$ cat src/ecs_pkg.sv
// constants, types and helpers for the encoder command interpreter
package ecs_pkg;
  localparam logic [7:0] CMD_POS_READ = 8'h42;
  localparam logic [7:0] CMD_POS_SET = 8'h43;
  localparam logic [7:0] CMD_ANALOG = 8'h44;
  localparam logic [7:0] CMD_CNT_READ = 8'h46;
  localparam logic [7:0] CMD_CNT_INC = 8'h47;
  localparam logic [7:0] CMD_CNT_CLR = 8'h49;
  localparam logic [7:0] CMD_DATA_READ = 8'h4A;
  localparam logic [7:0] CMD_DATA_STORE = 8'h4B;
  localparam logic [7:0] CMD_FIELD_STAT = 8'h4C;
  localparam logic [7:0] CMD_FIELD_MAKE = 8'h4D;
  localparam logic [7:0] CMD_FREE_MEM = 8'h4E;
  localparam logic [7:0] CMD_ACC_CODE = 8'h4F;
  localparam logic [7:0] CMD_STATUS = 8'h50;
  localparam logic [7:0] CMD_TYPE = 8'h52;
  localparam logic [7:0] CMD_RESET = 8'h53;
  localparam logic [7:0] CMD_ADDR_SET = 8'h55;
  localparam logic [7:0] CMD_SERIAL = 8'h56;
  localparam logic [7:0] CMD_LINK_CFG = 8'h57;
  localparam logic [7:0] ST_OK = 8'h00;
  localparam logic [7:0] ST_WDOG = 8'h07;
  localparam logic [7:0] ST_PARITY = 8'h09;
  localparam logic [7:0] ST_CSUM = 8'h0A;
  localparam logic [7:0] ST_UNKNOWN = 8'h0B;
  localparam logic [7:0] ST_COUNT = 8'h0C;
  localparam logic [7:0] ST_ARG = 8'h0D;
  localparam logic [7:0] ST_WPROT = 8'h0E;
  localparam logic [7:0] ST_CODE = 8'h0F;
  localparam logic [7:0] ST_FIXED = 8'h10;
  localparam logic [7:0] ST_ADDR = 8'h11;
  localparam logic [7:0] ST_NOFIELD = 8'h12;
  localparam logic [7:0] CODE0_RESET = 8'h55;
  localparam logic [7:0] ACC_RESET = 8'h55;
  localparam logic [7:0] ADDR_RESET = 8'h40;
  localparam logic [7:0] MODE_RESET = 8'hE4;
  localparam logic [7:0] ANALOG_CHAN = 8'h48;
  localparam logic [7:0] CODE0_FIELD = 8'hFF;
  localparam int MAX_ARGS = 5;
  localparam logic [3:0] CNT_MAX = 4'hF;
  localparam int FLAG_WPROT = 0;
  localparam int FLAG_FIXED = 1;

  typedef enum logic {ECS_RX, ECS_EXEC} ecs_state_t;

  // data bytes between command byte and checksum byte
  function automatic logic [4:0] ecs_arg_count(input logic [7:0] cmd);
    logic [4:0] r;
    r = 5'h10;
    unique case (cmd)
      CMD_POS_READ, CMD_CNT_READ, CMD_CNT_INC, CMD_FREE_MEM,
      CMD_STATUS, CMD_TYPE, CMD_RESET, CMD_SERIAL: r = 5'h00;
      CMD_ANALOG, CMD_CNT_CLR, CMD_FIELD_STAT: r = 5'h01;
      CMD_ADDR_SET, CMD_LINK_CFG: r = 5'h02;
      CMD_DATA_READ, CMD_ACC_CODE: r = 5'h03;
      CMD_DATA_STORE, CMD_FIELD_MAKE: r = 5'h04;
      CMD_POS_SET: r = 5'h05;
      default: r = 5'h10;
    endcase
    return r;
  endfunction : ecs_arg_count

  function automatic logic ecs_needs_code0(input logic [7:0] cmd);
    return cmd == CMD_POS_SET || cmd == CMD_CNT_CLR ||
           cmd == CMD_FIELD_MAKE || cmd == CMD_ADDR_SET ||
           cmd == CMD_LINK_CFG;
  endfunction : ecs_needs_code0
endpackage : ecs_pkg

$ cat src/ecs_cmd_interp.sv
// command interpreter: frame intake, checks, status and answers
`timescale 1ns/100ps
module ecs_cmd_interp
  import ecs_pkg::*;
#(
  parameter int NFIELD = 8,
  parameter logic [15:0] MEM_WORDS = 16'h0380,
  // arbitrary identification values
  parameter logic [7:0] TYPE_LABEL = 8'h5A,
  parameter logic [15:0] SERIAL_VER = 16'h1234
)(
  input wire logic i_clock,
  input wire logic i_rstn,
  input wire logic i_byte_valid,
  input wire logic [7:0] i_byte,
  input wire logic i_byte_perr,
  input wire logic i_frame_end,
  input wire logic i_fault_valid,
  input wire logic [7:0] i_fault_code,
  input wire logic i_wdog_restart,
  output logic o_busy,
  output logic o_resp_valid,
  output logic [7:0] o_resp_cmd,
  output logic [7:0] o_resp_err,
  output logic [15:0] o_resp_data,
  output logic o_exec_valid,
  output logic [39:0] o_exec_args,
  output logic [7:0] o_status,
  output logic [7:0] o_code0,
  output logic [7:0] o_bus_addr,
  output logic [7:0] o_link_mode
);
  typedef struct packed {
    ecs_state_t st;
    logic [3:0] cnt;
    logic [7:0] cmd;
    logic [39:0] args;
    logic [7:0] xsum;
    logic perr;
    logic [7:0] code0;
    logic [7:0] status;
    logic wd_chk;
    logic resp_valid;
    logic [7:0] resp_cmd;
    logic [7:0] resp_err;
    logic [15:0] resp_data;
    logic exec_valid;
    logic [7:0] bus_addr;
    logic [7:0] link_mode;
  } ecs_regs_t;

  ecs_regs_t r;
  ecs_regs_t next_r;

  logic d_exists;
  logic d_wprot;
  logic d_fixed;
  logic d_inrange;
  logic [7:0] d_size;
  logic d_code_ok;
  logic d_fits;
  logic [15:0] d_free;
  logic dir_create;
  logic dir_newcode;
  logic [7:0] dir_field;
  logic [7:0] err;
  logic [15:0] data;
  logic exec;
  logic [4:0] ndata;

  function automatic logic [7:0] arg(input logic [39:0] a,
                                     input int k);
    return a[8*k +: 8];
  endfunction : arg

  // field number follows the access code byte on create
  assign dir_field = (r.cmd == CMD_FIELD_MAKE) ? arg(r.args, 1)
                                               : arg(r.args, 0);

  ecs_field_dir #(
    .NFIELD(NFIELD),
    .MEM_WORDS(MEM_WORDS)
  ) u_dir (
    .i_clock(i_clock),
    .i_rstn(i_rstn),
    .i_field(dir_field),
    .i_size(arg(r.args, 2)),
    .i_flags(arg(r.args, 3)),
    .i_code(arg(r.args, 1)),
    .i_new_code(arg(r.args, 2)),
    .i_create(dir_create),
    .i_newcode(dir_newcode),
    .o_exists(d_exists),
    .o_wprot(d_wprot),
    .o_fixed(d_fixed),
    .o_inrange(d_inrange),
    .o_size(d_size),
    .o_code_ok(d_code_ok),
    .o_fits(d_fits),
    .o_free(d_free)
  );

  // checks of a closed frame, in priority order
  always_comb
  begin
    err = ST_OK;
    data = 16'h0000;
    exec = 1'b0;
    dir_create = 1'b0;
    dir_newcode = 1'b0;
    ndata = 5'({1'b0, r.cnt} - 5'h02);
    if (r.st == ECS_EXEC)
    begin
      if (r.perr)
      begin
        err = ST_PARITY;
      end
      else if (r.cnt < 4'h2)
      begin
        err = ST_COUNT;
      end
      else if (r.xsum != 8'h00)
      begin
        err = ST_CSUM;
      end
      else if (ecs_arg_count(r.cmd) == 5'h10)
      begin
        err = ST_UNKNOWN;
      end
      else if (ndata != ecs_arg_count(r.cmd))
      begin
        err = ST_COUNT;
      end
      else if (ecs_needs_code0(r.cmd) && arg(r.args, 0) != r.code0)
      begin
        err = ST_CODE;
      end
      else
      begin
        unique case (r.cmd)
          CMD_ANALOG:
          begin
            if (arg(r.args, 0) != ANALOG_CHAN)
            begin
              err = ST_ARG;
            end
            else
            begin
              exec = 1'b1;
            end
          end
          CMD_DATA_READ, CMD_DATA_STORE:
          begin
            if (!d_exists)
            begin
              err = ST_NOFIELD;
            end
            else if (r.cmd == CMD_DATA_STORE && d_wprot)
            begin
              err = ST_WPROT;
            end
            else if (arg(r.args, 1) >= d_size)
            begin
              err = ST_ADDR;
            end
            else
            begin
              exec = 1'b1;
            end
          end
          CMD_FIELD_STAT:
          begin
            if (!d_exists)
            begin
              err = ST_NOFIELD;
            end
            else
            begin
              data = {6'h00, d_fixed, d_wprot, d_size};
            end
          end
          CMD_FIELD_MAKE:
          begin
            if (!d_inrange || arg(r.args, 2) == 8'h00)
            begin
              err = ST_ARG;
            end
            else if (d_exists && d_fixed)
            begin
              err = ST_FIXED;
            end
            else if (!d_fits)
            begin
              err = ST_ARG;
            end
            else
            begin
              dir_create = 1'b1;
            end
          end
          CMD_FREE_MEM:
          begin
            data = d_free;
          end
          CMD_ACC_CODE:
          begin
            if (arg(r.args, 0) == CODE0_FIELD)
            begin
              if (arg(r.args, 1) != r.code0)
              begin
                err = ST_CODE;
              end
            end
            else if (!d_exists)
            begin
              err = ST_NOFIELD;
            end
            else if (!d_code_ok)
            begin
              err = ST_CODE;
            end
            else
            begin
              dir_newcode = 1'b1;
            end
          end
          CMD_STATUS:
          begin
            data = {8'h00, r.status};
          end
          CMD_TYPE:
          begin
            data = {8'h00, TYPE_LABEL};
          end
          CMD_SERIAL:
          begin
            data = SERIAL_VER;
          end
          CMD_ADDR_SET, CMD_LINK_CFG:
          begin
            data = 16'h0000;
          end
          default:
          begin
            exec = 1'b1;
          end
        endcase
      end
    end
  end

  always_comb
  begin
    next_r = r;
    next_r.resp_valid = 1'b0;
    next_r.exec_valid = 1'b0;
    next_r.wd_chk = 1'b0;
    unique case (r.st)
      ECS_RX:
      begin
        if (i_byte_valid)
        begin
          next_r.xsum = r.xsum ^ i_byte;
          next_r.perr = r.perr | i_byte_perr;
          if (r.cnt == 4'h0)
          begin
            next_r.cmd = i_byte;
          end
          else if (r.cnt <= 4'(MAX_ARGS))
          begin
            next_r.args[8*(r.cnt-4'h1) +: 8] = i_byte;
          end
          if (r.cnt != CNT_MAX)
          begin
            next_r.cnt = r.cnt + 4'h1;
          end
        end
        if (i_frame_end)
        begin
          next_r.st = ECS_EXEC;
        end
      end
      ECS_EXEC:
      begin
        next_r.st = ECS_RX;
        next_r.cnt = 4'h0;
        next_r.xsum = 8'h00;
        next_r.perr = 1'b0;
        next_r.resp_valid = 1'b1;
        next_r.resp_cmd = r.cmd;
        next_r.resp_err = err;
        next_r.resp_data = data;
        next_r.exec_valid = exec;
        if (err == ST_OK)
        begin
          if (r.cmd == CMD_ADDR_SET)
          begin
            next_r.bus_addr = arg(r.args, 1);
          end
          if (r.cmd == CMD_LINK_CFG)
          begin
            next_r.link_mode = arg(r.args, 1);
          end
          if (r.cmd == CMD_ACC_CODE && arg(r.args, 0) == CODE0_FIELD)
          begin
            next_r.code0 = arg(r.args, 2);
          end
          if (r.cmd == CMD_STATUS)
          begin
            next_r.status = ST_OK;
          end
        end
        else
        begin
          next_r.status = err;
        end
      end
    endcase
    // sensed faults pass through unchanged; set wins over the clear
    if (i_fault_valid && i_fault_code != ST_OK)
    begin
      next_r.status = i_fault_code;
    end
    if (r.wd_chk && i_wdog_restart)
    begin
      next_r.status = ST_WDOG;
    end
  end

  always_ff @(posedge i_clock or negedge i_rstn)
  begin
    if (!i_rstn)
    begin
      r.st <= ECS_RX;
      r.cnt <= 4'h0;
      r.cmd <= 8'h00;
      r.args <= 40'h00_0000_0000;
      r.xsum <= 8'h00;
      r.perr <= 1'b0;
      r.code0 <= CODE0_RESET;
      r.status <= ST_OK;
      r.wd_chk <= 1'b1;
      r.resp_valid <= 1'b0;
      r.resp_cmd <= 8'h00;
      r.resp_err <= 8'h00;
      r.resp_data <= 16'h0000;
      r.exec_valid <= 1'b0;
      r.bus_addr <= ADDR_RESET;
      r.link_mode <= MODE_RESET;
    end
    else
    begin
      r <= next_r;
    end
  end

  assign o_busy = r.st == ECS_EXEC;
  assign o_resp_valid = r.resp_valid;
  assign o_resp_cmd = r.resp_cmd;
  assign o_resp_err = r.resp_err;
  assign o_resp_data = r.resp_data;
  assign o_exec_valid = r.exec_valid;
  assign o_exec_args = r.args;
  assign o_status = r.status;
  assign o_code0 = r.code0;
  assign o_bus_addr = r.bus_addr;
  assign o_link_mode = r.link_mode;
endmodule : ecs_cmd_interp

$ cat src/ecs_field_dir.sv
// data-field directory: existence, size, protection, access codes
`timescale 1ns/100ps
module ecs_field_dir
  import ecs_pkg::*;
#(
  parameter int NFIELD = 8,
  parameter logic [15:0] MEM_WORDS = 16'h0380
)(
  input wire logic i_clock,
  input wire logic i_rstn,
  input wire logic [7:0] i_field,
  input wire logic [7:0] i_size,
  input wire logic [7:0] i_flags,
  input wire logic [7:0] i_code,
  input wire logic [7:0] i_new_code,
  input wire logic i_create,
  input wire logic i_newcode,
  output logic o_exists,
  output logic o_wprot,
  output logic o_fixed,
  output logic o_inrange,
  output logic [7:0] o_size,
  output logic o_code_ok,
  output logic o_fits,
  output logic [15:0] o_free
);
  localparam int IW = $clog2(NFIELD);

  typedef struct packed {
    logic [NFIELD-1:0] exist;
    logic [NFIELD-1:0] wprot;
    logic [NFIELD-1:0] fixed;
    logic [NFIELD-1:0][7:0] size;
    logic [NFIELD-1:0][7:0] code;
    logic [15:0] free;
  } ecs_dir_t;

  ecs_dir_t r;
  ecs_dir_t next_r;
  logic [IW-1:0] idx;
  logic [15:0] avail;

  always_comb
  begin
    idx = i_field[IW-1:0];
    o_inrange = i_field < 8'(NFIELD);
    o_exists = o_inrange && r.exist[idx];
    o_wprot = r.wprot[idx];
    o_fixed = r.fixed[idx];
    o_size = r.size[idx];
    o_code_ok = r.code[idx] == i_code;
    o_free = r.free;
    // space held by the field today is given back on resize
    avail = r.free + (o_exists ? {8'h00, r.size[idx]} : 16'h0000);
    o_fits = avail >= {8'h00, i_size};
    next_r = r;
    if (i_create)
    begin
      next_r.exist[idx] = 1'b1;
      next_r.size[idx] = i_size;
      next_r.wprot[idx] = i_flags[FLAG_WPROT];
      next_r.fixed[idx] = i_flags[FLAG_FIXED];
      next_r.free = avail - {8'h00, i_size};
    end
    if (i_newcode)
    begin
      next_r.code[idx] = i_new_code;
    end
  end

  always_ff @(posedge i_clock or negedge i_rstn)
  begin
    if (!i_rstn)
    begin
      r.exist <= '0;
      r.wprot <= '0;
      r.fixed <= '0;
      r.size <= '0;
      r.code <= {NFIELD{ACC_RESET}};
      r.free <= MEM_WORDS;
    end
    else
    begin
      r <= next_r;
    end
  end
endmodule : ecs_field_dir

$ cat config.mk
export PLATFORM = sky130hd
export DESIGN_NAME = ecs_cmd_interp
export DESIGN_NICKNAME = d
export VERILOG_FILES = /design/src/ecs_pkg.sv /design/src/ecs_cmd_interp.sv /design/src/ecs_field_dir.sv
export SDC_FILE = /design/constraint.sdc
export NUM_CORES = 1
export LEC_CHECK = 0
export BUFFER_PORTS_ARGS = -buffer_cell sky130_fd_sc_hd__buf_4
export CAP_MARGIN = 30
export CORE_MARGIN = 2
export CORE_UTILIZATION = 51
export CTS_CLUSTER_SIZE = 8
export DETAILED_ROUTE_END_ITERATION = 6
export GPL_ROUTABILITY_DRIVEN = 0
export HOLD_SLACK_MARGIN = 0.05
export PLACE_DENSITY = 0.77
export SYNTH_ARGS = -nofsm -noshare
export SYNTH_HDL_FRONTEND = slang
export SYNTH_SLANG_ARGS = --single-unit
$ cat constraint.sdc
create_clock -name i_clock -period 21 [get_ports i_clock]
set_clock_uncertainty 0.1 [all_clocks]
set_input_delay 4.2 -clock i_clock [delete_from_list [all_inputs] [get_ports i_clock]]
set_output_delay 4.2 -clock i_clock [all_outputs]
set_load 0.01 [all_outputs]
; Yosys cells after proc, flatten, opt, wreduce, memory -nomap -nowiden
; Index checks and enable logic that the tools add are counted.
[word_totals]
regBits = 297
in_bits = 23
out_inout_bits = 107
word_cells = 228
[op_classes]
addsub = 6
order_cmp = 7
eq_ne = 29
shifts = 2
mux = 109
bitwise = 5
n_reduce_logical = 34
[ops]
columns = cell, n
row1 = 8-bit 2-to-1 mux, 21
row2 = "8-bit by 7-bit equality test with 1-bit output, second input constant", 18
row3 = 64-bit bitwise mux, 2
row4 = 16-bit 2-to-1 mux, 7
row5 = 40-bit 2-to-1 mux, 2
row6 = 5-bit 2-to-1 mux, 16
row7 = 16-bit one-hot mux with 5 select lines, 1
row8 = 61-bit 2-to-1 mux, 1
row9 = 50-bit 2-to-1 mux, 1
row10 = 8-bit binary-select mux with 3-bit select, 2
row11 = 40-bit bitwise mux, 1
row12 = 8-bit one-hot mux with 5 select lines, 1
row13 = "8-bit by 34-bit variable shift with 40-bit output, first input constant", 1
row14 = 8-bit by 34-bit indexed part select with 40-bit output, 1
row15 = 1-bit 2-to-1 mux, 37
row16 = 32-bit negator with 34-bit output, 1
row17 = 5-bit one-hot mux with 6 select lines, 1
row18 = 8-bit demux with 3-bit select, 1
row19 = 4-bit 2-to-1 mux, 5
row20 = 9-bit one-hot mux with 2 select lines, 1
row21 = 16-bit adder, 1
row22 = 8-bit bitwise mux, 2
row23 = 16-bit by 8-bit >= comparator with 1-bit output, 1
row24 = 8-bit logical NOT, 2
row25 = other kinds (41), 65

; Logic depth before layout (Yosys ltp)
[logic_depth]
depth_word = 25
depth_mapped = 31
mapped_depth_nobuf = 26

; Hierarchy
; From an unflattened synthesis, not the netlist that was laid out.
[hier_totals]
cells_unflattened = 1575
area_unflattened_um2 = 16523.3
[by_module_without_submodules]
columns = mod, instances, cells_per_inst, area_each_um2, seq_area_each_um2
row1 = ecs_field_dir, 1, 771, 8832.2, 4247.8
row2 = ecs_cmd_interp, 1, 804, 7691.1, 3165.5

; Least setup slack after synthesis
; OpenSTA, ideal clock, no wires.
[synth_path]
path_kind = reg-to-reg
start = register r[121] (netlist name)
end = register u_dir.r[163] (netlist name)
setup_time_ns = 0.127
arrival_ns = 7.048
required_ns = 20.773
path_slack_ns = 13.724
path_stages_with_launch = 29
path_buffers = 7
synth_period_minus_slack_ns = 7.276
path_cell_list = dfrtp_1 > or3b_1 > buf_6 > or4_4 > buf_6 > clkbuf_1 > clkbuf_1 > a31oi_1 > nand2b_1 > nor2_1 > or4_1 > nor2_1 > ha_1 > o211ai_1 > o21ai_0 > a21o_1 > a21oi_1 > xnor2_1 > ha_1 > or4_1 > o22ai_1 > o31a_1 > nor4bb_1 > or3_1 > clkbuf_1 > clkbuf_1 > nor2_1 > buf_2 > or2_2
[synth_via]
elab_chain_cells = 19
elab_cells_between_ends = 72
classes_between = add/sub (1) / order compare (4) / eq/ne (20) / mux (31) / bitwise (1) / reduce/logical (15)
[synth_lines]
columns = item, line_no
row1 = start: declaration, ecs_cmd_interp.sv:52  ; ecs_regs_t r;
row2 = start signal: assignment, ecs_cmd_interp.sv:353  ; r <= next_r;
row3 = branches (longest 19 deep; another with 16-bit adder), -
row4 = end signal: assignment, ecs_field_dir.sv:84  ; r <= next_r;
row5 = end: declaration, ecs_field_dir.sv:38  ; ecs_dir_t r;
; Parallel ways; which one is timed is not known. The select of a mux whose other input is x is not followed.
; A chain may end at the register's enable or synchronous reset.

; Final worst setup path
[layout_path]
start = register r[117] (netlist name)
end = register u_dir.r[88] (netlist name)
; Same word-level chain as after synthesis.

==> metrics <==
DP HPWL=32000 microns; final worst path period need=about 8.5 ns; Post-synth EDFFs=0; CTS max path bufs=3; Syn Std Cell Area=17100 sq um; status=complete, no violations; H-Tree Depth=2; crit end category=register; CTS root buffer=clkbuf_16; Top Usage Layer GRT=met2; via count=13.0k; Pwr per Cell Area=82.0 nW/um^2; via/cell ratio=6.18; DRT antenna net count=0; crit path max fanout=35; DRT Pass-1 Iters=6; Synth async-reset ratio=100%; fin nets=1693; Vert. Die Dim=187 microns; Main synth FF type=dfrtp_1; Hold/Removal Path Class=reg -> reg; clock slew at reported path FFs=0.05 ns; DRC viols=0; # hold bufs at CTS=0; IO buf count=126; synth unique cells=81; Lkg Pwr=0.00867 uW; Max Cap Viol=0; fmax=118 MHz; fin crit share=40.5%; core box area=33300 sq um; first-pass GRT wire length=73700 microns; GR Util met3=5.33%; Routed WL=47000 microns; met1 Use GR=between 30% and 40%; total CTS buffers=42; Hold Violations, Final=0; CTS tree=yes; # IOs=130; pin count of the biggest net entering global routing=approximately 110; Area growth syn-to-layout=10.5%; Ant. Diodes=0; DR WL/cell=22.3 microns; Synth area leaders=dfrtp_1, mux2_2, dfstp_2; Rows=67; Ys Warns=0; DR iter-0 viols=between 1k and 1.5k; Fillers=2771; Total GRT Usage=26.5%; Starting Density=between 50% and 60%; total die area=35100 sq um; crit path DAT=8.81 ns; Worst Path Class, Setup=reg -> reg; Post-Place Cells=2031; met2 Usage GRT=41.5%; Clock Sink Count=around 290; mean post-synth cell area=10.5 sq um; Die Wd=187 microns; Cells after Synth=1627; Pins Over Slew Limit=0; final non-filler cell total=2106; RSZ-0062 raised after global routing=no; register area share after synthesis=between 40% and 50%; via count of the first global-routing pass=13.0k; Fin Setup TNS=0 ns; Resized cells post-CTS=0; aggregate global routing overflow=0; Worst setup SP type=register; top-area cell type share of the netlist area=between 30% and 40%; initial antenna violation count=0; post-CTS setup buffer count=0; FF+latch count, synth=between 200 and 300; Req. time, crit path=21.30 ns; fraction of layout cells with a size suffix above 1=25.2%; Worst-Skew Late Latency=0.53 ns; Slew headroom=29.7%; Worst Tran Pin Value=1.05 ns; Max VDD drop=0.0816 mV; Synth area leader=dfrtp_1; final setup fails=0
## Yosys cell counts, types with 6 or more instances
| cell type | instances |
|---|---|
| dfrtp_1 | 249 |
| nand2_1 | 117 |
| mux2_2 | 111 |
| nor2_1 | 108 |
| buf_4 | 104 |
| mux2_1 | 80 |
| clkbuf_1 | 72 |
| o21ai_0 | 69 |
| inv_1 | 49 |
| dfstp_2 | 45 |
| ha_1 | 41 |
| xnor2_1 | 41 |
| a21oi_1 | 37 |
| nand3_1 | 32 |
| nor3_1 | 31 |
| mux4_2 | 30 |
| o22ai_1 | 30 |
| mux2i_1 | 29 |
| nand2b_1 | 29 |
| xor2_1 | 23 |
| o31ai_1 | 22 |
| nor2b_1 | 20 |
| or3_1 | 15 |
| nor4_1 | 14 |
| a22o_1 | 13 |
| buf_2 | 13 |
| nand4_1 | 13 |
| buf_1 | 12 |
| or2_2 | 11 |
| a31oi_1 | 10 |
| or4_1 | 9 |
| a211oi_1 | 8 |
| mux2_4 | 8 |
| a21o_1 | 7 |
| a22oi_1 | 7 |
| and3_1 | 7 |
| o211ai_1 | 7 |
| nand3b_1 | 6 |
| o21a_1 | 6 |
## cells in the final DEF, fill, tap and decap left out, types with 8 or more instances in the layout
master       n
or2_2       11
nand2_1    117
o21ai_0     69
or4_1        9
dfstp_2     45
mux2_4       8
clkbuf_1    30
mux2i_1     29
o22ai_1     30
a21oi_1     37
o31ai_1     22
nor2b_1     20
a211oi_1     8
dfrtp_1    249
nor4_1      14
a22o_1      13
xor2_1      23
mux4_2      30
buf_4      154
or3_1       15
mux2_2     111
mux2_1      80
nand4_1     13
nor2_1     108
xnor2_1     41
ha_1        41
clkbuf_16   43
nand3_1     32
inv_1       49
nand2b_1    29
a31oi_1     10
nor3_1      31
## final timing paths
| check | startpoint | end | slack, ns | depth (start not counted) |
|---|---|---|---|---|
| worst max-delay path | r[117]$_DFFE_PN0P_ | u_dir.r[88]$_DFFE_PN0P_ | 12.49 | 22 |
| worst min-delay path | o_resp_err[1]$_DFFE_PN0P_ | o_resp_err[1]$_DFFE_PN0P_ | 0.38 | 1 |
| worst max register to register | r[117]$_DFFE_PN0P_ | u_dir.r[88]$_DFFE_PN0P_ | 12.49 | 22 |
| worst min register to register | o_resp_err[1]$_DFFE_PN0P_ | o_resp_err[1]$_DFFE_PN0P_ | 0.38 | 1 |
| max in group asynchronous | i_rstn | u_dir.r[46]$_DFFE_PN1P_ | 15.85 | 3 |
| min in group asynchronous | i_rstn | o_bus_addr[3]$_DFFE_PN0P_ | 3.67 | 1 |
## where the power goes
part           internal (uW)  switching (uW)
clock                    383             247
sequential               598            55.3
combinational            113             156
## cell families (layout without fill, tap and decap cells)
family                     count (synthesis)  in the layout  share of synthesized area (%)
adders and majority gates                 43             43                           3.23
buffers and inverters                    257            285                           8.13
xor gates and xnor gates                  64             64                           3.27
muxes                                    258            258                           18.9
AOI/OAI and AO/OA                        275            275                           10.7
other                                      1              4                         0.0219
and+or+nand+nor                          435            435                           12.5
DFF                                      294            294                           43.3
## through the flow
step	utilization, %	cell area [sq um]	setup slack [ns]	total power, uW	hold WS, ns
after global placement	53.1	17700	13.16	913	0.363
after floorplan	-	17100	13.72	846	0.351
after CTS	56.9	18900	12.70	1550	0.382
final	56.9	18900	12.49	1550	0.380
after global routing	56.9	18900	12.06	1620	0.400
after detailed placement	53.2	17700	12.83	924	0.370
## flip-flops by register name, indices dropped and copies added, names as in the netlist
name          count
u_dir.r         152
o_exec_args      40
r                22
o_resp_data      16
u_dir.o_free     16
o_bus_addr        8
o_code0           8
o_link_mode       8
o_resp_cmd        8
o_status          8
o_resp_err        5
o_busy            1
o_exec_valid      1
o_resp_valid      1
## worst max-delay path, stage by stage, from the launching register on
cell and delay [ns]:
dfrtp_1 0.69, nand2b_1 0.38, or4_4 0.66, a31oi_1 0.71, nand2b_1 0.37, o22ai_1 0.11
or3_1 0.35, nor2_1 0.24, ha_1 0.29, a211oi_1 0.26, o21ai_0 0.21, a21o_1 0.24
a21oi_1 0.23, xnor2_1 0.10, ha_1 0.22, or4_1 0.54, o22ai_1 0.35, o31a_1 0.24
nor4bb_1 0.76, or3_1 0.21, buf_4 0.34, or2_1 0.37, mux2_2 0.38
## routing by layer
layer	wire, microns	vias to the layer above
li1	-	5705
met1	19200	6484
met2	21400	673
met3	4320	156
met4	2110	0
met5	0	-
## cell type report
cell class	instances	area (sq um)	area share (%)
Multi-Input combinational cell	1079	8340	44.1
Sequential cell	294	7410	39.2
Timing Repair Buffer	157	1200	6.36
Clock buffer	74	1200	6.35
Tap cell	448	561	2.96
Inverter	53	199	1.05
Clock inverter	1	8.76	0.0463
(Power assumes the default switching activity.)
